`config.mk`:
```
export PLATFORM = sky130hd
export DESIGN_NAME = pbm_port_b_mux
export DESIGN_NICKNAME = d
export VERILOG_FILES = /design/src/pkg/pbm_pkg.sv /design/src/pbm_sync3.sv /design/src/pbm_pin_cell.sv /design/src/pbm_port_b_mux.sv
export SDC_FILE = /design/constraint.sdc
export NUM_CORES = 1
export LEC_CHECK = 0
export BUFFER_PORTS_ARGS = -buffer_cell sky130_fd_sc_hd__buf_2
export CORE_ASPECT_RATIO = 1.5
export CORE_MARGIN = 2
export CORE_UTILIZATION = 35
export DETAILED_ROUTE_END_ITERATION = 8
export GPL_TIMING_DRIVEN = 0
export SYNTH_ARGS = -nofsm -noshare
export SYNTH_HDL_FRONTEND = slang
export SYNTH_HIERARCHICAL = 1
export SYNTH_SLANG_ARGS = --single-unit
export TNS_END_PERCENT = 20
```
`constraint.sdc`:
```
create_clock -name clk_i -period 1.7 [get_ports clk_i]
set_clock_uncertainty 0.1 [all_clocks]
set_input_delay 0.34 -clock clk_i [delete_from_list [all_inputs] [get_ports clk_i]]
set_output_delay 0.34 -clock clk_i [all_outputs]
set_load 0.01 [all_outputs]
```
`src/pkg/pbm_pkg.sv`:
```
// constants shared by the port-B alternate function mux
package pbm_pkg;
  localparam int unsigned PORT_W = 8;
  localparam int unsigned SYNC_STAGES = 3;
  localparam int unsigned PIN_DI_SDA = 0;
  localparam int unsigned PIN_DO = 1;
  localparam int unsigned PIN_SERIAL_BLOCK_CLOCK_IN_SCL = 2;
  localparam int unsigned PIN_OSC_ONE = 4;
  localparam int unsigned PIN_OSC_TWO = 5;
  localparam int unsigned PIN_IRQ_ZERO = 6;
  localparam int unsigned PIN_RESET = 7;
  localparam int unsigned PIN_CHANGE_BASE = 8;
  localparam logic [7:0] PORT_RST = 8'h00;
  localparam logic [7:0] CH_B_PINS = 8'hAA;
  localparam logic [7:0] OSC_ONE_MASK = 8'h10;
  localparam logic [7:0] RESET_MASK = 8'h80;
  localparam logic [7:0] OSC_TWO_MASK = 8'h20;
  localparam logic [7:0] SYNC_RST = 8'hFF;
  typedef enum logic [1:0] {
    PBM_B7_GPIO = 2'b00,
    PBM_B7_RESET = 2'b01,
    PBM_B7_DEBUG = 2'b10
  } pbm_b7_role_t;
  localparam pbm_b7_role_t B7_ROLE_RST = PBM_B7_RESET;
endpackage

```
`src/pbm_sync3.sv`:
```
// three-stage pin synchroniser with agreement filter
`timescale 1ns/1ns
module pbm_sync3 (
  input wire logic clk_i,
  input wire logic rst_n_i,
  input wire logic [pbm_pkg::PORT_W-1:0] async_i,
  output logic [pbm_pkg::PORT_W-1:0] sync_o
);
  import pbm_pkg::*;
  logic [PORT_W-1:0] s1_q;
  logic [PORT_W-1:0] s2_q;
  logic [PORT_W-1:0] s3_q;
  logic [PORT_W-1:0] held_q;

  always_ff @(posedge clk_i or negedge rst_n_i) begin
    if (!rst_n_i) begin
      s1_q <= SYNC_RST;
      s2_q <= SYNC_RST;
      s3_q <= SYNC_RST;
    end else begin
      s1_q <= async_i;
      s2_q <= s1_q;
      s3_q <= s2_q;
    end
  end

  // a bit only moves once stages two and three agree
  always_ff @(posedge clk_i or negedge rst_n_i) begin
    if (!rst_n_i) begin
      held_q <= SYNC_RST;
    end else begin
      for (int i = 0; i < PORT_W; i++) begin
        if (s2_q[i] == s3_q[i]) begin
          held_q[i] <= s3_q[i];
        end
      end
    end
  end

  assign sync_o = held_q;
endmodule

```
`src/pbm_pin_cell.sv`:
```
// one pin's override combiner: direction, value and pull-up
`timescale 1ns/1ns
module pbm_pin_cell (
  input wire logic dir_i,
  input wire logic out_i,
  input wire logic pud_i,
  input wire logic ddoe_i,
  input wire logic ddov_i,
  input wire logic pvoe_i,
  input wire logic pvov_i,
  input wire logic puoe_i,
  input wire logic puov_i,
  output logic oe_o,
  output logic val_o,
  output logic pu_o
);
  import pbm_pkg::*;
  logic oe;

  assign oe = ddoe_i ? ddov_i : dir_i;
  assign oe_o = oe;
  assign val_o = pvoe_i ? pvov_i : out_i;
  // latch bit enables pull-up only while the pin is an input
  assign pu_o = puoe_i ? puov_i : (~oe & out_i & ~pud_i);
endmodule

```
`src/pbm_port_b_mux.sv`:
```
// port-B alternate function pin mux with registered pad controls
`timescale 1ns/1ns
module pbm_port_b_mux (
  input wire logic clk_i,
  input wire logic rst_n_i,
  // ordinary port state from the port registers
  input wire logic [pbm_pkg::PORT_W-1:0] portb_dir_i,
  input wire logic [pbm_pkg::PORT_W-1:0] portb_out_i,
  input wire logic pullup_disable_i,
  input wire logic device_in_reset_i,
  // fuses and lock, high means programmed
  input wire logic reset_pin_disable_fuse_i,
  input wire logic debug_link_enable_fuse_i,
  input wire logic lock_bits_programmed_i,
  input wire logic clock_output_fuse_i,
  // clock source selection
  input wire logic oscillator_pin_one_used_i,
  input wire logic oscillator_pin_two_used_i,
  input wire logic divided_clock_i,
  // timer 1
  input wire logic timer1_cmp_a_en_i,
  input wire logic timer1_cmp_a_i,
  input wire logic timer1_cmp_b_en_i,
  input wire logic timer1_cmp_b_i,
  input wire logic [pbm_pkg::PORT_W-1:0] timer1_pin_select_reg_i,
  // serial block
  input wire logic serial_two_wire_i,
  input wire logic serial_three_wire_i,
  input wire logic serial_default_pos_i,
  input wire logic serial_shift_out_i,
  input wire logic serial_scl_hold_i,
  // debug link transmit: high pulls the line low
  input wire logic one_wire_debug_drive_low_i,
  // pads
  input wire logic [pbm_pkg::PORT_W-1:0] pad_i,
  output logic [pbm_pkg::PORT_W-1:0] pad_o,
  output logic [pbm_pkg::PORT_W-1:0] pad_oe_o,
  output logic [pbm_pkg::PORT_W-1:0] pad_pullup_o,
  // read-back and alternate inputs
  output logic [pbm_pkg::PORT_W-1:0] portb_dir_rd_o,
  output logic [pbm_pkg::PORT_W-1:0] portb_out_rd_o,
  output logic [pbm_pkg::PORT_W-1:0] portb_in_rd_o,
  output logic [pbm_pkg::PORT_W-1:0] pin_change_src_o,
  output logic external_irq_zero_o,
  output logic serial_block_clock_in_o,
  output logic serial_data_in_o,
  output logic pin_reset_req_o,
  output logic one_wire_debug_io_o,
  output logic debug_mode_o
);
  import pbm_pkg::*;

  ////////////////////////////////////////////////////////////////////////////
  // pad input synchronisation

  logic [PORT_W-1:0] pin_sync;

  pbm_sync3 u_sync (
    .clk_i(clk_i),
    .rst_n_i(rst_n_i),
    .async_i(pad_i),
    .sync_o(pin_sync)
  );

  ////////////////////////////////////////////////////////////////////////////
  // pin roles

  pbm_b7_role_t b7_role;
  logic osc_one_pin;
  logic osc_two_pin;
  logic clk_out_pin;
  logic usi_two_wire;
  logic usi_three_wire;

  always_comb begin
    if (debug_link_enable_fuse_i && !lock_bits_programmed_i) begin
      b7_role = PBM_B7_DEBUG;
    end else if (!reset_pin_disable_fuse_i) begin
      b7_role = PBM_B7_RESET;
    end else begin
      b7_role = PBM_B7_GPIO;
    end
  end

  assign osc_one_pin = oscillator_pin_one_used_i;
  assign osc_two_pin = oscillator_pin_two_used_i;
  // crystal use of bit 5 wins over the clock output
  assign clk_out_pin = clock_output_fuse_i & ~osc_two_pin;
  assign usi_two_wire = serial_two_wire_i & serial_default_pos_i;
  assign usi_three_wire = serial_three_wire_i & serial_default_pos_i;

  ////////////////////////////////////////////////////////////////////////////
  // override vectors

  logic [PORT_W-1:0] ddoe;
  logic [PORT_W-1:0] ddov;
  logic [PORT_W-1:0] pvoe;
  logic [PORT_W-1:0] pvov;
  logic [PORT_W-1:0] puoe;
  logic [PORT_W-1:0] puov;
  logic [PORT_W-1:0] tmr_en;
  logic [PORT_W-1:0] tmr_val;

  // even pins carry channel A, odd pins channel B
  always_comb begin
    for (int i = 0; i < PORT_W; i++) begin
      if (CH_B_PINS[i]) begin
        tmr_en[i] = timer1_cmp_b_en_i & timer1_pin_select_reg_i[i];
        tmr_val[i] = timer1_cmp_b_i;
      end else begin
        tmr_en[i] = timer1_cmp_a_en_i & timer1_pin_select_reg_i[i];
        tmr_val[i] = timer1_cmp_a_i;
      end
    end
  end

  always_comb begin
    // timer drives the value only; direction stays with the port bit
    ddoe = PORT_RST;
    ddov = PORT_RST;
    pvoe = tmr_en;
    pvov = tmr_val;
    puoe = PORT_RST;
    puov = PORT_RST;

    // bit 0: two-wire SDA is open drain, three-wire input left alone
    if (usi_two_wire) begin
      ddoe[PIN_DI_SDA] = 1'b1;
      ddov[PIN_DI_SDA] = (serial_shift_out_i | portb_out_i[PIN_DI_SDA])
        & portb_dir_i[PIN_DI_SDA];
      if (portb_dir_i[PIN_DI_SDA]) begin
        pvoe[PIN_DI_SDA] = 1'b1;
        pvov[PIN_DI_SDA] = 1'b0;
      end
    end

    // bit 1: data out replaces the latch, direction still software's
    if (usi_three_wire) begin
      pvoe[PIN_DO] = 1'b1;
      pvov[PIN_DO] = serial_shift_out_i;
    end

    // bit 2: SCL held low by the serial block when it stretches
    if (usi_two_wire) begin
      ddoe[PIN_SERIAL_BLOCK_CLOCK_IN_SCL] = 1'b1;
      ddov[PIN_SERIAL_BLOCK_CLOCK_IN_SCL] = (serial_scl_hold_i | portb_out_i[PIN_SERIAL_BLOCK_CLOCK_IN_SCL])
        & portb_dir_i[PIN_SERIAL_BLOCK_CLOCK_IN_SCL];
      if (portb_dir_i[PIN_SERIAL_BLOCK_CLOCK_IN_SCL]) begin
        pvoe[PIN_SERIAL_BLOCK_CLOCK_IN_SCL] = 1'b1;
        pvov[PIN_SERIAL_BLOCK_CLOCK_IN_SCL] = 1'b0;
      end
    end

    // bit 4: clock pin is analog, no drive and no pull-up
    if (osc_one_pin) begin
      ddoe[PIN_OSC_ONE] = 1'b1;
      ddov[PIN_OSC_ONE] = 1'b0;
      pvoe[PIN_OSC_ONE] = 1'b1;
      pvov[PIN_OSC_ONE] = 1'b0;
      puoe[PIN_OSC_ONE] = 1'b1;
      puov[PIN_OSC_ONE] = 1'b0;
    end

    // bit 5: crystal first, then clock output
    if (osc_two_pin) begin
      ddoe[PIN_OSC_TWO] = 1'b1;
      ddov[PIN_OSC_TWO] = 1'b0;
      pvoe[PIN_OSC_TWO] = 1'b1;
      pvov[PIN_OSC_TWO] = 1'b0;
      puoe[PIN_OSC_TWO] = 1'b1;
      puov[PIN_OSC_TWO] = 1'b0;
    end else if (clk_out_pin) begin
      ddoe[PIN_OSC_TWO] = 1'b1;
      ddov[PIN_OSC_TWO] = 1'b1;
      pvoe[PIN_OSC_TWO] = 1'b1;
      pvov[PIN_OSC_TWO] = divided_clock_i;
      puoe[PIN_OSC_TWO] = 1'b1;
      puov[PIN_OSC_TWO] = 1'b0;
    end

    // bit 7: reset input keeps its pull-up, debug line is open drain
    case (b7_role)
      PBM_B7_RESET: begin
        ddoe[PIN_RESET] = 1'b1;
        ddov[PIN_RESET] = 1'b0;
        pvoe[PIN_RESET] = 1'b1;
        pvov[PIN_RESET] = 1'b0;
        puoe[PIN_RESET] = 1'b1;
        puov[PIN_RESET] = 1'b1;
      end
      PBM_B7_DEBUG: begin
        ddoe[PIN_RESET] = 1'b1;
        ddov[PIN_RESET] = one_wire_debug_drive_low_i;
        pvoe[PIN_RESET] = 1'b1;
        pvov[PIN_RESET] = 1'b0;
        puoe[PIN_RESET] = 1'b1;
        puov[PIN_RESET] = 1'b1;
      end
      default: begin
      end
    endcase

    // device reset: release everything but the clock output and bit 7 in its reset or debug role
    if (device_in_reset_i) begin
      for (int i = 0; i < PORT_W; i++) begin
        if (!(i == PIN_OSC_TWO && clk_out_pin) && !(i == PIN_RESET
            && b7_role != PBM_B7_GPIO)) begin
          ddoe[i] = 1'b1;
          ddov[i] = 1'b0;
          pvoe[i] = 1'b1;
          pvov[i] = 1'b0;
          puoe[i] = 1'b1;
          puov[i] = 1'b0;
        end
      end
    end
  end

  ////////////////////////////////////////////////////////////////////////////
  // per-pin combiners

  logic [PORT_W-1:0] pin_oe;
  logic [PORT_W-1:0] pin_val;
  logic [PORT_W-1:0] pin_pu;

  for (genvar g = 0; g < PORT_W; g++) begin : g_pin
    pbm_pin_cell u_cell (
      .dir_i(portb_dir_i[g]),
      .out_i(portb_out_i[g]),
      .pud_i(pullup_disable_i),
      .ddoe_i(ddoe[g]),
      .ddov_i(ddov[g]),
      .pvoe_i(pvoe[g]),
      .pvov_i(pvov[g]),
      .puoe_i(puoe[g]),
      .puov_i(puov[g]),
      .oe_o(pin_oe[g]),
      .val_o(pin_val[g]),
      .pu_o(pin_pu[g])
    );
  end

  ////////////////////////////////////////////////////////////////////////////
  // read-back masking

  logic [PORT_W-1:0] rd_mask;

  always_comb begin
    rd_mask = ~PORT_RST;
    if (b7_role == PBM_B7_RESET) begin
      rd_mask = rd_mask & ~RESET_MASK;
    end
    if (osc_one_pin) begin
      rd_mask = rd_mask & ~OSC_ONE_MASK;
    end
  end

  ////////////////////////////////////////////////////////////////////////////
  // pad registers

  logic [PORT_W-1:0] pad_q;
  logic [PORT_W-1:0] pad_oe_q;
  logic [PORT_W-1:0] pad_pu_q;

  // only power-on reset clears these; device reset keeps bit 5 clocking
  always_ff @(posedge clk_i or negedge rst_n_i) begin
    if (!rst_n_i) begin
      pad_q <= PORT_RST;
      pad_oe_q <= PORT_RST;
      pad_pu_q <= PORT_RST;
    end else begin
      pad_q <= pin_val;
      pad_oe_q <= pin_oe;
      pad_pu_q <= pin_pu;
    end
  end

  assign pad_o = pad_q;
  assign pad_oe_o = pad_oe_q;
  assign pad_pullup_o = pad_pu_q;

  ////////////////////////////////////////////////////////////////////////////
  // read-back registers

  logic [PORT_W-1:0] dir_rd_q;
  logic [PORT_W-1:0] out_rd_q;
  logic [PORT_W-1:0] in_rd_q;

  always_ff @(posedge clk_i or negedge rst_n_i) begin
    if (!rst_n_i) begin
      dir_rd_q <= PORT_RST;
      out_rd_q <= PORT_RST;
      in_rd_q <= PORT_RST;
    end else begin
      dir_rd_q <= portb_dir_i & rd_mask;
      out_rd_q <= portb_out_i & rd_mask;
      in_rd_q <= pin_sync & rd_mask;
    end
  end

  assign portb_dir_rd_o = dir_rd_q;
  assign portb_out_rd_o = out_rd_q;
  assign portb_in_rd_o = in_rd_q;

  ////////////////////////////////////////////////////////////////////////////
  // alternate inputs

  logic [PORT_W-1:0] pcsrc_q;
  logic irq0_q;
  logic sclk_q;
  logic sdi_q;

  // inputs are never overridden, so data in needs software to set input
  always_ff @(posedge clk_i or negedge rst_n_i) begin
    if (!rst_n_i) begin
      pcsrc_q <= SYNC_RST;
      irq0_q <= 1'b1;
      sclk_q <= 1'b1;
      sdi_q <= 1'b1;
    end else begin
      pcsrc_q <= pin_sync;
      irq0_q <= pin_sync[PIN_IRQ_ZERO];
      sclk_q <= pin_sync[PIN_SERIAL_BLOCK_CLOCK_IN_SCL];
      sdi_q <= pin_sync[PIN_DI_SDA];
    end
  end

  assign pin_change_src_o = pcsrc_q;
  assign external_irq_zero_o = irq0_q;
  assign serial_block_clock_in_o = sclk_q;
  assign serial_data_in_o = sdi_q;

  ////////////////////////////////////////////////////////////////////////////
  // reset and debug line

  logic dbg_mode_q;
  logic rst_req_q;
  logic dbg_rx_q;

  always_ff @(posedge clk_i or negedge rst_n_i) begin
    if (!rst_n_i) begin
      dbg_mode_q <= 1'b0;
      rst_req_q <= 1'b0;
      dbg_rx_q <= 1'b1;
    end else begin
      dbg_mode_q <= (b7_role == PBM_B7_DEBUG);
      rst_req_q <= (b7_role == PBM_B7_RESET) & ~pin_sync[PIN_RESET];
      dbg_rx_q <= (b7_role == PBM_B7_DEBUG) ? pin_sync[PIN_RESET] : 1'b1;
    end
  end

  assign pin_reset_req_o = rst_req_q;
  assign one_wire_debug_io_o = dbg_rx_q;
  assign debug_mode_o = dbg_mode_q;
endmodule

```
==> results_dict.tcl, run 1 <==
set metrics [dict create \
    antenna_found_initial 0 \
    power.internal_w 0.00389 \
    dp.final_hpwl_um 4590 \
    netlist_top_cells_count "50 x dfrtp_1, 41 x dfstp_2, 20 x nand2_1" \
    grt_pass1_wl_um 10100 \
    instances_no_fill 458 \
    port_buffers 113 \
    status "finished clean" \
    critPathMaxStageDelay_ns 0.33 \
    end_kind "register" \
    via_per_inst 4.41 \
    ys_warn_count 6 \
    synth_most_common_cell "dfrtp_1" \
    grt_pass1_vias 2099 \
    nNetsFinal 396 \
    place.gp.congestion 0.725 \
    post_cts_buffers 0 \
    netSwitchingFraction_pct 21.5 \
    crit_chain "clkbuf_4 -> buf_2 -> nand3b_1 -> mux2_4 -> o41ai_2" \
    p_per_area_nw_per_um2 1160 \
    gr-usage-all-layers_pct 14.0 \
    drtAntennaViolNets 0 \
    worstPathArrival_ns 1.67 \
    synthTopCellsByArea "dfrtp_1 40%, dfstp_2 35%, o41ai_2 4.2%" \
    dp.cells 434 \
    area_delta_synth_final_pct 37.3 \
    fmax_mhz 645 \
    p_seq_share_pct 48.9 \
    clock_path_buffers 2 \
    die-area_sq_um 9710 \
    path_max_fanout 19 \
    top_level_ports 115 \
    finalMaxSlewViolations 0 \
    synth_edf_count 0 \
    synth.largest_area_cell "dfrtp_1" \
    drive_gt1_share_pct 57.5 \
    wire_per_inst_um 13.6 \
    fp.dieH_um 120 \
    die_w_um 81.1 \
    worst_setup_path_start_kind "input port" \
    total_leakage_power_nw 2.12 \
    cp.required_ns 1.82 \
    numCtsBuffers 9 \
    drc 0 \
    vias 2018 \
    core_area_sq_um 8720 \
    cap_violations 0 \
    rsz0062_at_grt "no" \
    rows 42 \
    netlist_area_sq_um 3120 \
    pwr-share-clk_pct 41.0 \
    setup_viol 0 \
    yosysUniqueCellTypes 29 \
    seq_area_frac_synth_pct 74.6 \
    synth_top_area_share_pct 40.1 \
    start_util_pct 35.8 \
    p_switching_w 0.00107 \
    cts_tree "yes" \
    grt_max_degree 59 \
    ys_seq_elements 91 \
    path_clk_slew_ns 0.06 \
    postLayoutCoreUtil_pct 49.1 \
    first_pass_iters 4 \
    worstSkewPairLatency_ns 0.32 \
    p_comb_share_pct 10.1 \
    wirelength_um 6240 \
    syn_inst 200 \
    peakVddDrop_uv 730 \
    path_class "input port to register" \
    drtIter0Drc 54 \
    htreeDepth 3 \
    grt-ovfl-total 0 \
    clkSinkCount 91 \
    min_period_ns 1.55 \
    fin_crit_sh_pct 91.1 \
    syn-mean-instance-area_sq_um 15.6 \
    async_flop_share_pct 100 \
    cts_root_buffer "clkbuf_16" \
    crit_slowest_cell "mux2_4" \
    antenna_cells 0 \
    hold_viol 0 \
    min_path_type "input port to register" \
    synthFlopType "dfrtp_1" \
]
-- power groups by stage --
stage / combinational (W) / clock [W] / sequential, W
after global placement: 0.000475 / 0 / 0.00246
after floorplan: 0.000156 / 0 / 0.00252
after detailed placement: 0.000493 / 0 / 0.00246
after CTS: 0.000506 / 0.00211 / 0.00243
final: 0.000498 / 0.00203 / 0.00242
after global routing: 0.000553 / 0.00219 / 0.00244
-- layout by cell type, fill, tap and decap left out, types with 3 or more instances in the layout --
cell | Yosys | layout
o21ai_0 | 8 | 8
nor2b_1 | 6 | 6
dfstp_2 | 41 | 41
and2_1 | 3 | 3
inv_1 | 10 | 10
conb_1 | 1 | 11
nand3_1 | 3 | 3
mux2_4 | 8 | 8
dfrtp_1 | 50 | 50
o21a_1 | 3 | 3
dlygate4sd3_1 | 0 | 8
clkbuf_1 | 1 | 3
maj3_2 | 8 | 8
o41ai_2 | 8 | 8
a21o_1 | 5 | 5
buf_4 | 3 | 4
buf_2 | 1 | 112
a21oi_1 | 3 | 3
nand2_1 | 20 | 20
clkbuf_16 | 0 | 9
nor2_1 | 5 | 5
-- final cells by class --
cell class / instances / area, sq um
Clock inverter: 5 / 78.8
Multi-Input combinational cell: 104 / 762
Buffer: 5 / 31.3
Sequential cell: 91 / 2330
Fill cell: 831 / 4440
Inverter: 10 / 37.5
Timing Repair Buffer: 122 / 678
Tap cell: 110 / 138
Clock buffer: 11 / 233
-- through the flow --
stage | total power [W] | setup TNS [ns] | cell area (sq um) | hold slack, ns | setup WS (ns)
2_1_floorplan | 0.00267 | 0 | 3160 | -0.0556 | 0.279
3_3_place_gp | 0.00293 | -31.55 | 3860 | 0.246 | -0.533
3_5_place_dp | 0.00296 | -1.45 | 3890 | 0.224 | -0.326
4_1_cts | 0.00504 | 0 | 4260 | 0.0000745 | 0.0188
5_1_grt | 0.00518 | 0 | 4290 | 0.0120 | 0.0854
6_report | 0.00495 | 0 | 4290 | 0.0221 | 0.151
-- final timing paths --
kind | start | slack [ns] | endpoint | cells past startpoint
min in group asynchronous | rst_n_i | 0.40 | pad_oe_o[5]$_DFF_PN0_ | 2
hold / removal | pad_i[1] | 0.02 | u_sync/s1_q[1]$_DFF_PN1_ | 1
setup / recovery | device_in_reset_i | 0.15 | pad_pullup_o[7]$_DFF_PN0_ | 5
hold reg to reg | u_sync/s1_q[2]$_DFF_PN1_ | 0.25 | u_sync/s2_q[2]$_DFF_PN1_ | 0
setup reg to reg | u_sync/sync_o[7]$_DFFE_PN1N_ | 0.77 | u_sync/sync_o[7]$_DFFE_PN1N_ | 1
max in group asynchronous | rst_n_i | 0.42 | pin_change_src_o[2]$_DFF_PN1_ | 3
-- worst max-delay path, delay by kind of cell --
family                 cells  cell delay (ns)
and+or+nand+nor            1             0.22
buffers and inverters      2             0.58
muxes                      1             0.33
AOI/OAI and AO/OA          1             0.19
-- state kept, by name (all words and copies together), names as in the netlist, 8 cells and up --
register and flops:
pad_o 8, pad_oe_o 8, pad_pullup_o 8, pin_change_src_o 8, portb_dir_rd_o 8, portb_in_rd_o 8
portb_out_rd_o 8, u_sync/s1_q 8, u_sync/s2_q 8, u_sync/s3_q 8, u_sync/sync_o 8
-- metal layers --
metal | GRT usage [%] | up-vias | part of all wire, %
met5 | 0 | - | 0
met4 | 5.72 | 0 | 1.7
met3 | 5.56 | 5 | 8.3
met2 | 22.2 | 79 | 51
met1 | 16.7 | 990 | 39
li1 | - | 944 | -
-- logic make-up (layout without fill, tap and decap cells) --
logic type                 count (synthesis)  count (layout)  share of synthesized area, %
muxes                                      8               8                          3.85
DFF                                       91              91                          74.6
AOI/OAI and AO/OA                         30              30                          8.78
adders and majority gates                  8               8                          2.89
other                                      1              11                         0.120
and+or+nand+nor                           47              47                          7.58
buffers and inverters                     15             153                          2.20
-- timing repair --
| item | CTS | global route |
|---|---|---|
| hold endpoints to repair | 28 | 2 |
| endpoints found under the setup margin | 0 | 3 |
| resized for setup | 0 | 1 |
| hold buffers | 6 | 2 |
No activity file was read; power rests on OpenSTA's default activity.
==> run 2, diff against run 1 <==
--- a/config.mk
+++ b/config.mk
@@ -6,11 +6,14 @@
 export NUM_CORES = 1
 export LEC_CHECK = 0
 export BUFFER_PORTS_ARGS = -buffer_cell sky130_fd_sc_hd__buf_2
+export CELL_PAD_IN_SITES_DETAIL_PLACEMENT = 0
+export CELL_PAD_IN_SITES_GLOBAL_PLACEMENT = 1
 export CORE_ASPECT_RATIO = 1.5
 export CORE_MARGIN = 2
 export CORE_UTILIZATION = 35
 export DETAILED_ROUTE_END_ITERATION = 8
 export GPL_TIMING_DRIVEN = 0
+export PLACE_DENSITY_LB_ADDON = 0.1
 export SYNTH_ARGS = -nofsm -noshare
 export SYNTH_HDL_FRONTEND = slang
 export SYNTH_HIERARCHICAL = 1
==> results_dict.tcl, run 2 (same netlist as run 1, synthesis figures left out) <==
set metrics [dict create \
    status "finished clean" \
    drtAntennaViolNets 0 \
    final_common_cell "buf_2" \
    start_util_pct 35.8 \
    die-area_sq_um 9710 \
    finalSetupTns_ns 0 \
    drc 0 \
    area_delta_synth_final_pct 36.7 \
    min_path_type "input port to register" \
    cts_tree "yes" \
    whs_ns 0.0213 \
    total_leakage_power_nw 2.11 \
    worst_setup_path_start_kind "input port" \
    clkSinkCount 91 \
    power_w 0.00482 \
    instances_no_fill 458 \
    cp.required_ns 1.83 \
    min_period_ns 1.53 \
    power.internal_w 0.00372 \
    wirelength_um 6230 \
    grt_pass1_wl_um 10200 \
    peakVddDrop_uv 539 \
    grt_pass1_vias 2119 \
    drtIter0Drc 93 \
    htreeDepth 3 \
    port_buffers 113 \
    p_comb_share_pct 10.3 \
    path_class "input port to register" \
    cts_root_buffer "clkbuf_16" \
    end_kind "register" \
    postLayoutCoreUtil_pct 48.9 \
    grt_max_degree 72 \
    top_level_ports 115 \
    path_clk_slew_ns 0.06 \
    p_switching_w 0.00110 \
    fmax_mhz 655 \
    pwr-share-clk_pct 39.4 \
    cap_violations 0 \
    die_w_um 81.1 \
    final_cell_mix "112 x buf_2, 50 x dfrtp_1, 41 x dfstp_2, 20 x nand2_1, 11 x conb_1" \
    hold_viol 0 \
    post_cts_buffers 0 \
    dp.final_hpwl_um 4510 \
    worstPathArrival_ns 1.65 \
    setup_viol 0 \
    antenna_found_initial 0 \
    drive_gt1_share_pct 57.5 \
    p_seq_share_pct 50.3 \
    path_max_fanout 19 \
    rows 42 \
    gr-usage-all-layers_pct 14.3 \
    worstSkewPairLatency_ns 0.33 \
    vias 1993 \
    via_per_inst 4.35 \
    dp.cells 434 \
    first_pass_iters 4 \
    rsz0062_at_grt "no" \
    netSwitchingFraction_pct 22.8 \
    numCtsBuffers 9 \
    place.gp.congestion 0.705 \
    fin_crit_sh_pct 89.9 \
    core_area_sq_um 8720 \
    fp.dieH_um 120 \
    finalMaxSlewViolations 0 \
    nNetsFinal 396 \
    wire_per_inst_um 13.6 \
    clock_path_buffers 2 \
    p_per_area_nw_per_um2 1130 \
    grt-ovfl-total 0 \
    antenna_cells 0 \
]
-- run 2: path summary, 6_finish.rpt --
kind / startpoint / end / slack, ns / cells past startpoint
min in group asynchronous: rst_n_i / portb_in_rd_o[7]$_DFF_PN0_ / 0.34 / 2
max in group asynchronous: rst_n_i / u_sync/s1_q[6]$_DFF_PN1_ / 0.49 / 3
max reg2reg: u_sync/sync_o[7]$_DFFE_PN1N_ / u_sync/sync_o[7]$_DFFE_PN1N_ / 0.78 / 1
min: pad_i[1] / u_sync/s1_q[1]$_DFF_PN1_ / 0.02 / 1
min reg2reg: u_sync/s1_q[1]$_DFF_PN1_ / u_sync/s2_q[1]$_DFF_PN1_ / 0.25 / 0
max: device_in_reset_i / pad_pullup_o[7]$_DFF_PN0_ / 0.17 / 5
-- run 2: layout make-up --
type,count,area [sq um]
well taps,110,138
fillers,843,4460
flip-flops and latches,91,2330
repair buffers,122,678
plain buffers,5,31.3
multi-input cells,104,762
clock buffers,13,272
inverters,10,37.5
clock inverters,3,21.3
-- run 2: what timing repair did --
item	4_1_cts	5_1_grt
hold endpoints to repair	25	2
resized for setup	0	1
hold buffers	6	2
endpoints found under the setup margin	0	1
-- run 2: power groups by stage --
stage	clock network, W	registers (W)	logic, W
finish	0.00190	0.00242	0.000495
global route	0.00206	0.00245	0.000554
detailed placement	0	0.00246	0.000493
global placement	0	0.00246	0.000480
CTS	0.00198	0.00243	0.000506
floorplan	0	0.00252	0.000156
-- run 2: stage by stage --
step           instance area, sq um  worst slack (ns)
2_1_floorplan                  3160             0.279
6_report                       4270             0.172
3_3_place_gp                   3860            -0.567
5_1_grt                        4270             0.102
3_5_place_dp                   3890            -0.319
4_1_cts                        4250            0.0285
-- run 2: layer usage --
layer  wire (um)  global-route usage [%]  share of wire (%)
met5           0                       0                  0
met3         503                    6.09                8.1
met4         100                    6.04                1.6
met1        2450                    16.3                 39
met2        3180                    23.0                 51
-- run 2: worst max-delay path, stage by stage --
cell      delay (ns)
clkbuf_4        0.28
buf_2           0.28
nand3b_1        0.22
mux2_4          0.33
o41ai_2         0.20
==> run 3, diff against run 2 <==
--- a/config.mk
+++ b/config.mk
@@ -6,14 +6,16 @@
 export NUM_CORES = 1
 export LEC_CHECK = 0
 export BUFFER_PORTS_ARGS = -buffer_cell sky130_fd_sc_hd__buf_2
+export CAP_MARGIN = 20
 export CELL_PAD_IN_SITES_DETAIL_PLACEMENT = 0
 export CELL_PAD_IN_SITES_GLOBAL_PLACEMENT = 1
 export CORE_ASPECT_RATIO = 1.5
 export CORE_MARGIN = 2
 export CORE_UTILIZATION = 35
 export DETAILED_ROUTE_END_ITERATION = 8
+export GPL_ROUTABILITY_DRIVEN = 0
 export GPL_TIMING_DRIVEN = 0
-export PLACE_DENSITY_LB_ADDON = 0.1
+export PLACE_DENSITY_LB_ADDON = 0.3
 export SYNTH_ARGS = -nofsm -noshare
 export SYNTH_HDL_FRONTEND = slang
 export SYNTH_HIERARCHICAL = 1
==> results_dict.tcl, run 3 (same netlist as run 1, synthesis figures left out) <==
set metrics [dict create \
    antenna_found_initial 0 \
    final_common_cell "buf_2" \
    peakVddDrop_uv 487 \
    cpLargestDelayFamily "buffers and inverters" \
    cap_violations 0 \
    cts_tree "yes" \
    port_buffers 113 \
    min_period_ns 1.54 \
    netSwitchingFraction_pct 22.2 \
    nNetsFinal 396 \
    p_seq_share_pct 49.9 \
    critPathMaxStageDelay_ns 0.33 \
    power.internal_w 0.00378 \
    antenna_cells 0 \
    min_path_type "input port to register" \
    finalMaxSlewViolations 0 \
    drtIter0Drc 50 \
    p_comb_share_pct 10.2 \
    worstPathArrival_ns 1.67 \
    die_w_um 81.1 \
    clock_path_buffers 2 \
    pwr-share-clk_pct 39.9 \
    path_class "input port to register" \
    p_per_area_nw_per_um2 1140 \
    grt-ovfl-total 0 \
    p_switching_w 0.00108 \
    dp.cells 434 \
    dp.final_hpwl_um 4520 \
    htreeDepth 3 \
    top_level_ports 115 \
    drc 0 \
    total_leakage_power_nw 2.11 \
    grt_pass1_wl_um 9830 \
    wire_per_inst_um 13.6 \
    die-area_sq_um 9710 \
    cp.required_ns 1.83 \
    via_per_inst 4.37 \
    path_clk_slew_ns 0.06 \
    area_delta_synth_final_pct 36.9 \
    rsz0062_at_grt "no" \
    drtAntennaViolNets 0 \
    clkSinkCount 91 \
    grt_max_degree 59 \
    first_pass_iters 4 \
    numCtsBuffers 9 \
    gr-usage-all-layers_pct 13.9 \
    critPathBufInv 2 \
    worst_setup_path_start_kind "input port" \
    start_util_pct 35.8 \
    status "finished clean" \
    cts_root_buffer "clkbuf_16" \
    fmax_mhz 651 \
    wirelength_um 6240 \
    crit_slowest_cell "mux2_4" \
    setup_viol 0 \
    fillers 837 \
    end_kind "register" \
    instances_no_fill 458 \
    hold_viol 0 \
    post_cts_buffers 0 \
    postLayoutCoreUtil_pct 49.0 \
    final_cell_mix "112 x buf_2, 50 x dfrtp_1, 41 x dfstp_2, 20 x nand2_1, 11 x conb_1" \
    rows 42 \
    vias 2002 \
    worstSkewPairLatency_ns 0.33 \
    drive_gt1_share_pct 57.5 \
    fin_crit_sh_pct 90.4 \
    fp.dieH_um 120 \
    path_max_fanout 19 \
    grt_pass1_vias 2009 \
    crit_chain "clkbuf_4 -> buf_2 -> nand3b_1 -> mux2_4 -> o41ai_2" \
    core_area_sq_um 8720 \
]
[run 3: cell types whose count changed in the layout (fill, tap and decap cells not counted)]
cell | before | now
bufinv_16 | 0 | 1
clkbuf_16 | 10 | 9
[run 3: timing repair]
item / 4_1_cts / 5_1_grt
resized for setup: 0 / 1
endpoints found under the hold margin: 30 / 0
hold buffers: 8 / 0
setup endpoints to repair: 0 / 3
[run 3: path summary, 6_finish.rpt]
path | start | endpoint | slack, ns | cells after the start
setup / recovery | device_in_reset_i | pad_pullup_o[7]$_DFF_PN0_ | 0.16 | 5
hold / removal | pad_i[5] | u_sync/s1_q[5]$_DFF_PN1_ | 0.02 | 1
setup reg to reg | u_sync/sync_o[7]$_DFFE_PN1N_ | u_sync/sync_o[7]$_DFFE_PN1N_ | 0.77 | 1
hold reg to reg | u_sync/s1_q[2]$_DFF_PN1_ | u_sync/s2_q[2]$_DFF_PN1_ | 0.25 | 0
max in group asynchronous | rst_n_i | pin_change_src_o[4]$_DFF_PN1_ | 0.42 | 3
min in group asynchronous | rst_n_i | portb_out_rd_o[7]$_DFF_PN0_ | 0.40 | 2
[run 3: power by group through the flow]
stage / clock, W / sequential, W / combinational, W
floorplan: 0 / 0.00252 / 0.000156
global placement: 0 / 0.00246 / 0.000478
detailed placement: 0 / 0.00246 / 0.000492
CTS: 0.00201 / 0.00243 / 0.000509
global route: 0.00208 / 0.00244 / 0.000558
finish: 0.00194 / 0.00243 / 0.000496
[run 3: area by class of cell]
type	count	area, sq um	share of cell area (%)
Tap cell	110	138	3.22
Clock buffer	12	246	5.77
Multi-Input combinational cell	104	762	17.8
Clock inverter	4	51.3	1.20
Inverter	10	37.5	0.878
Timing Repair Buffer	122	678	15.9
Sequential cell	91	2330	54.5
Buffer	5	31.3	0.732
[run 3: stage by stage]
stage | total power (W) | setup TNS, ns | hold WS, ns | setup WS [ns] | area, sq um
2_1_floorplan | 0.00267 | 0 | -0.0556 | 0.279 | 3160
3_3_place_gp | 0.00294 | -31.21 | 0.247 | -0.523 | 3860
3_5_place_dp | 0.00296 | -1.52 | 0.222 | -0.358 | 3890
4_1_cts | 0.00494 | 0 | 0.000158 | 0.00136 | 4270
5_1_grt | 0.00508 | 0 | 0.00103 | 0.0586 | 4270
6_report | 0.00486 | 0 | 0.0200 | 0.163 | 4270
[run 3: metal layers]
layer | share of wire (%) | vias to the layer above | GRT usage [%]
met5 | 0 | - | 0
met4 | 2.3 | 0 | 7.63
met3 | 6.6 | 8 | 4.36
met2 | 50 | 73 | 22.2
met1 | 41 | 972 | 16.3
li1 | - | 949 | -
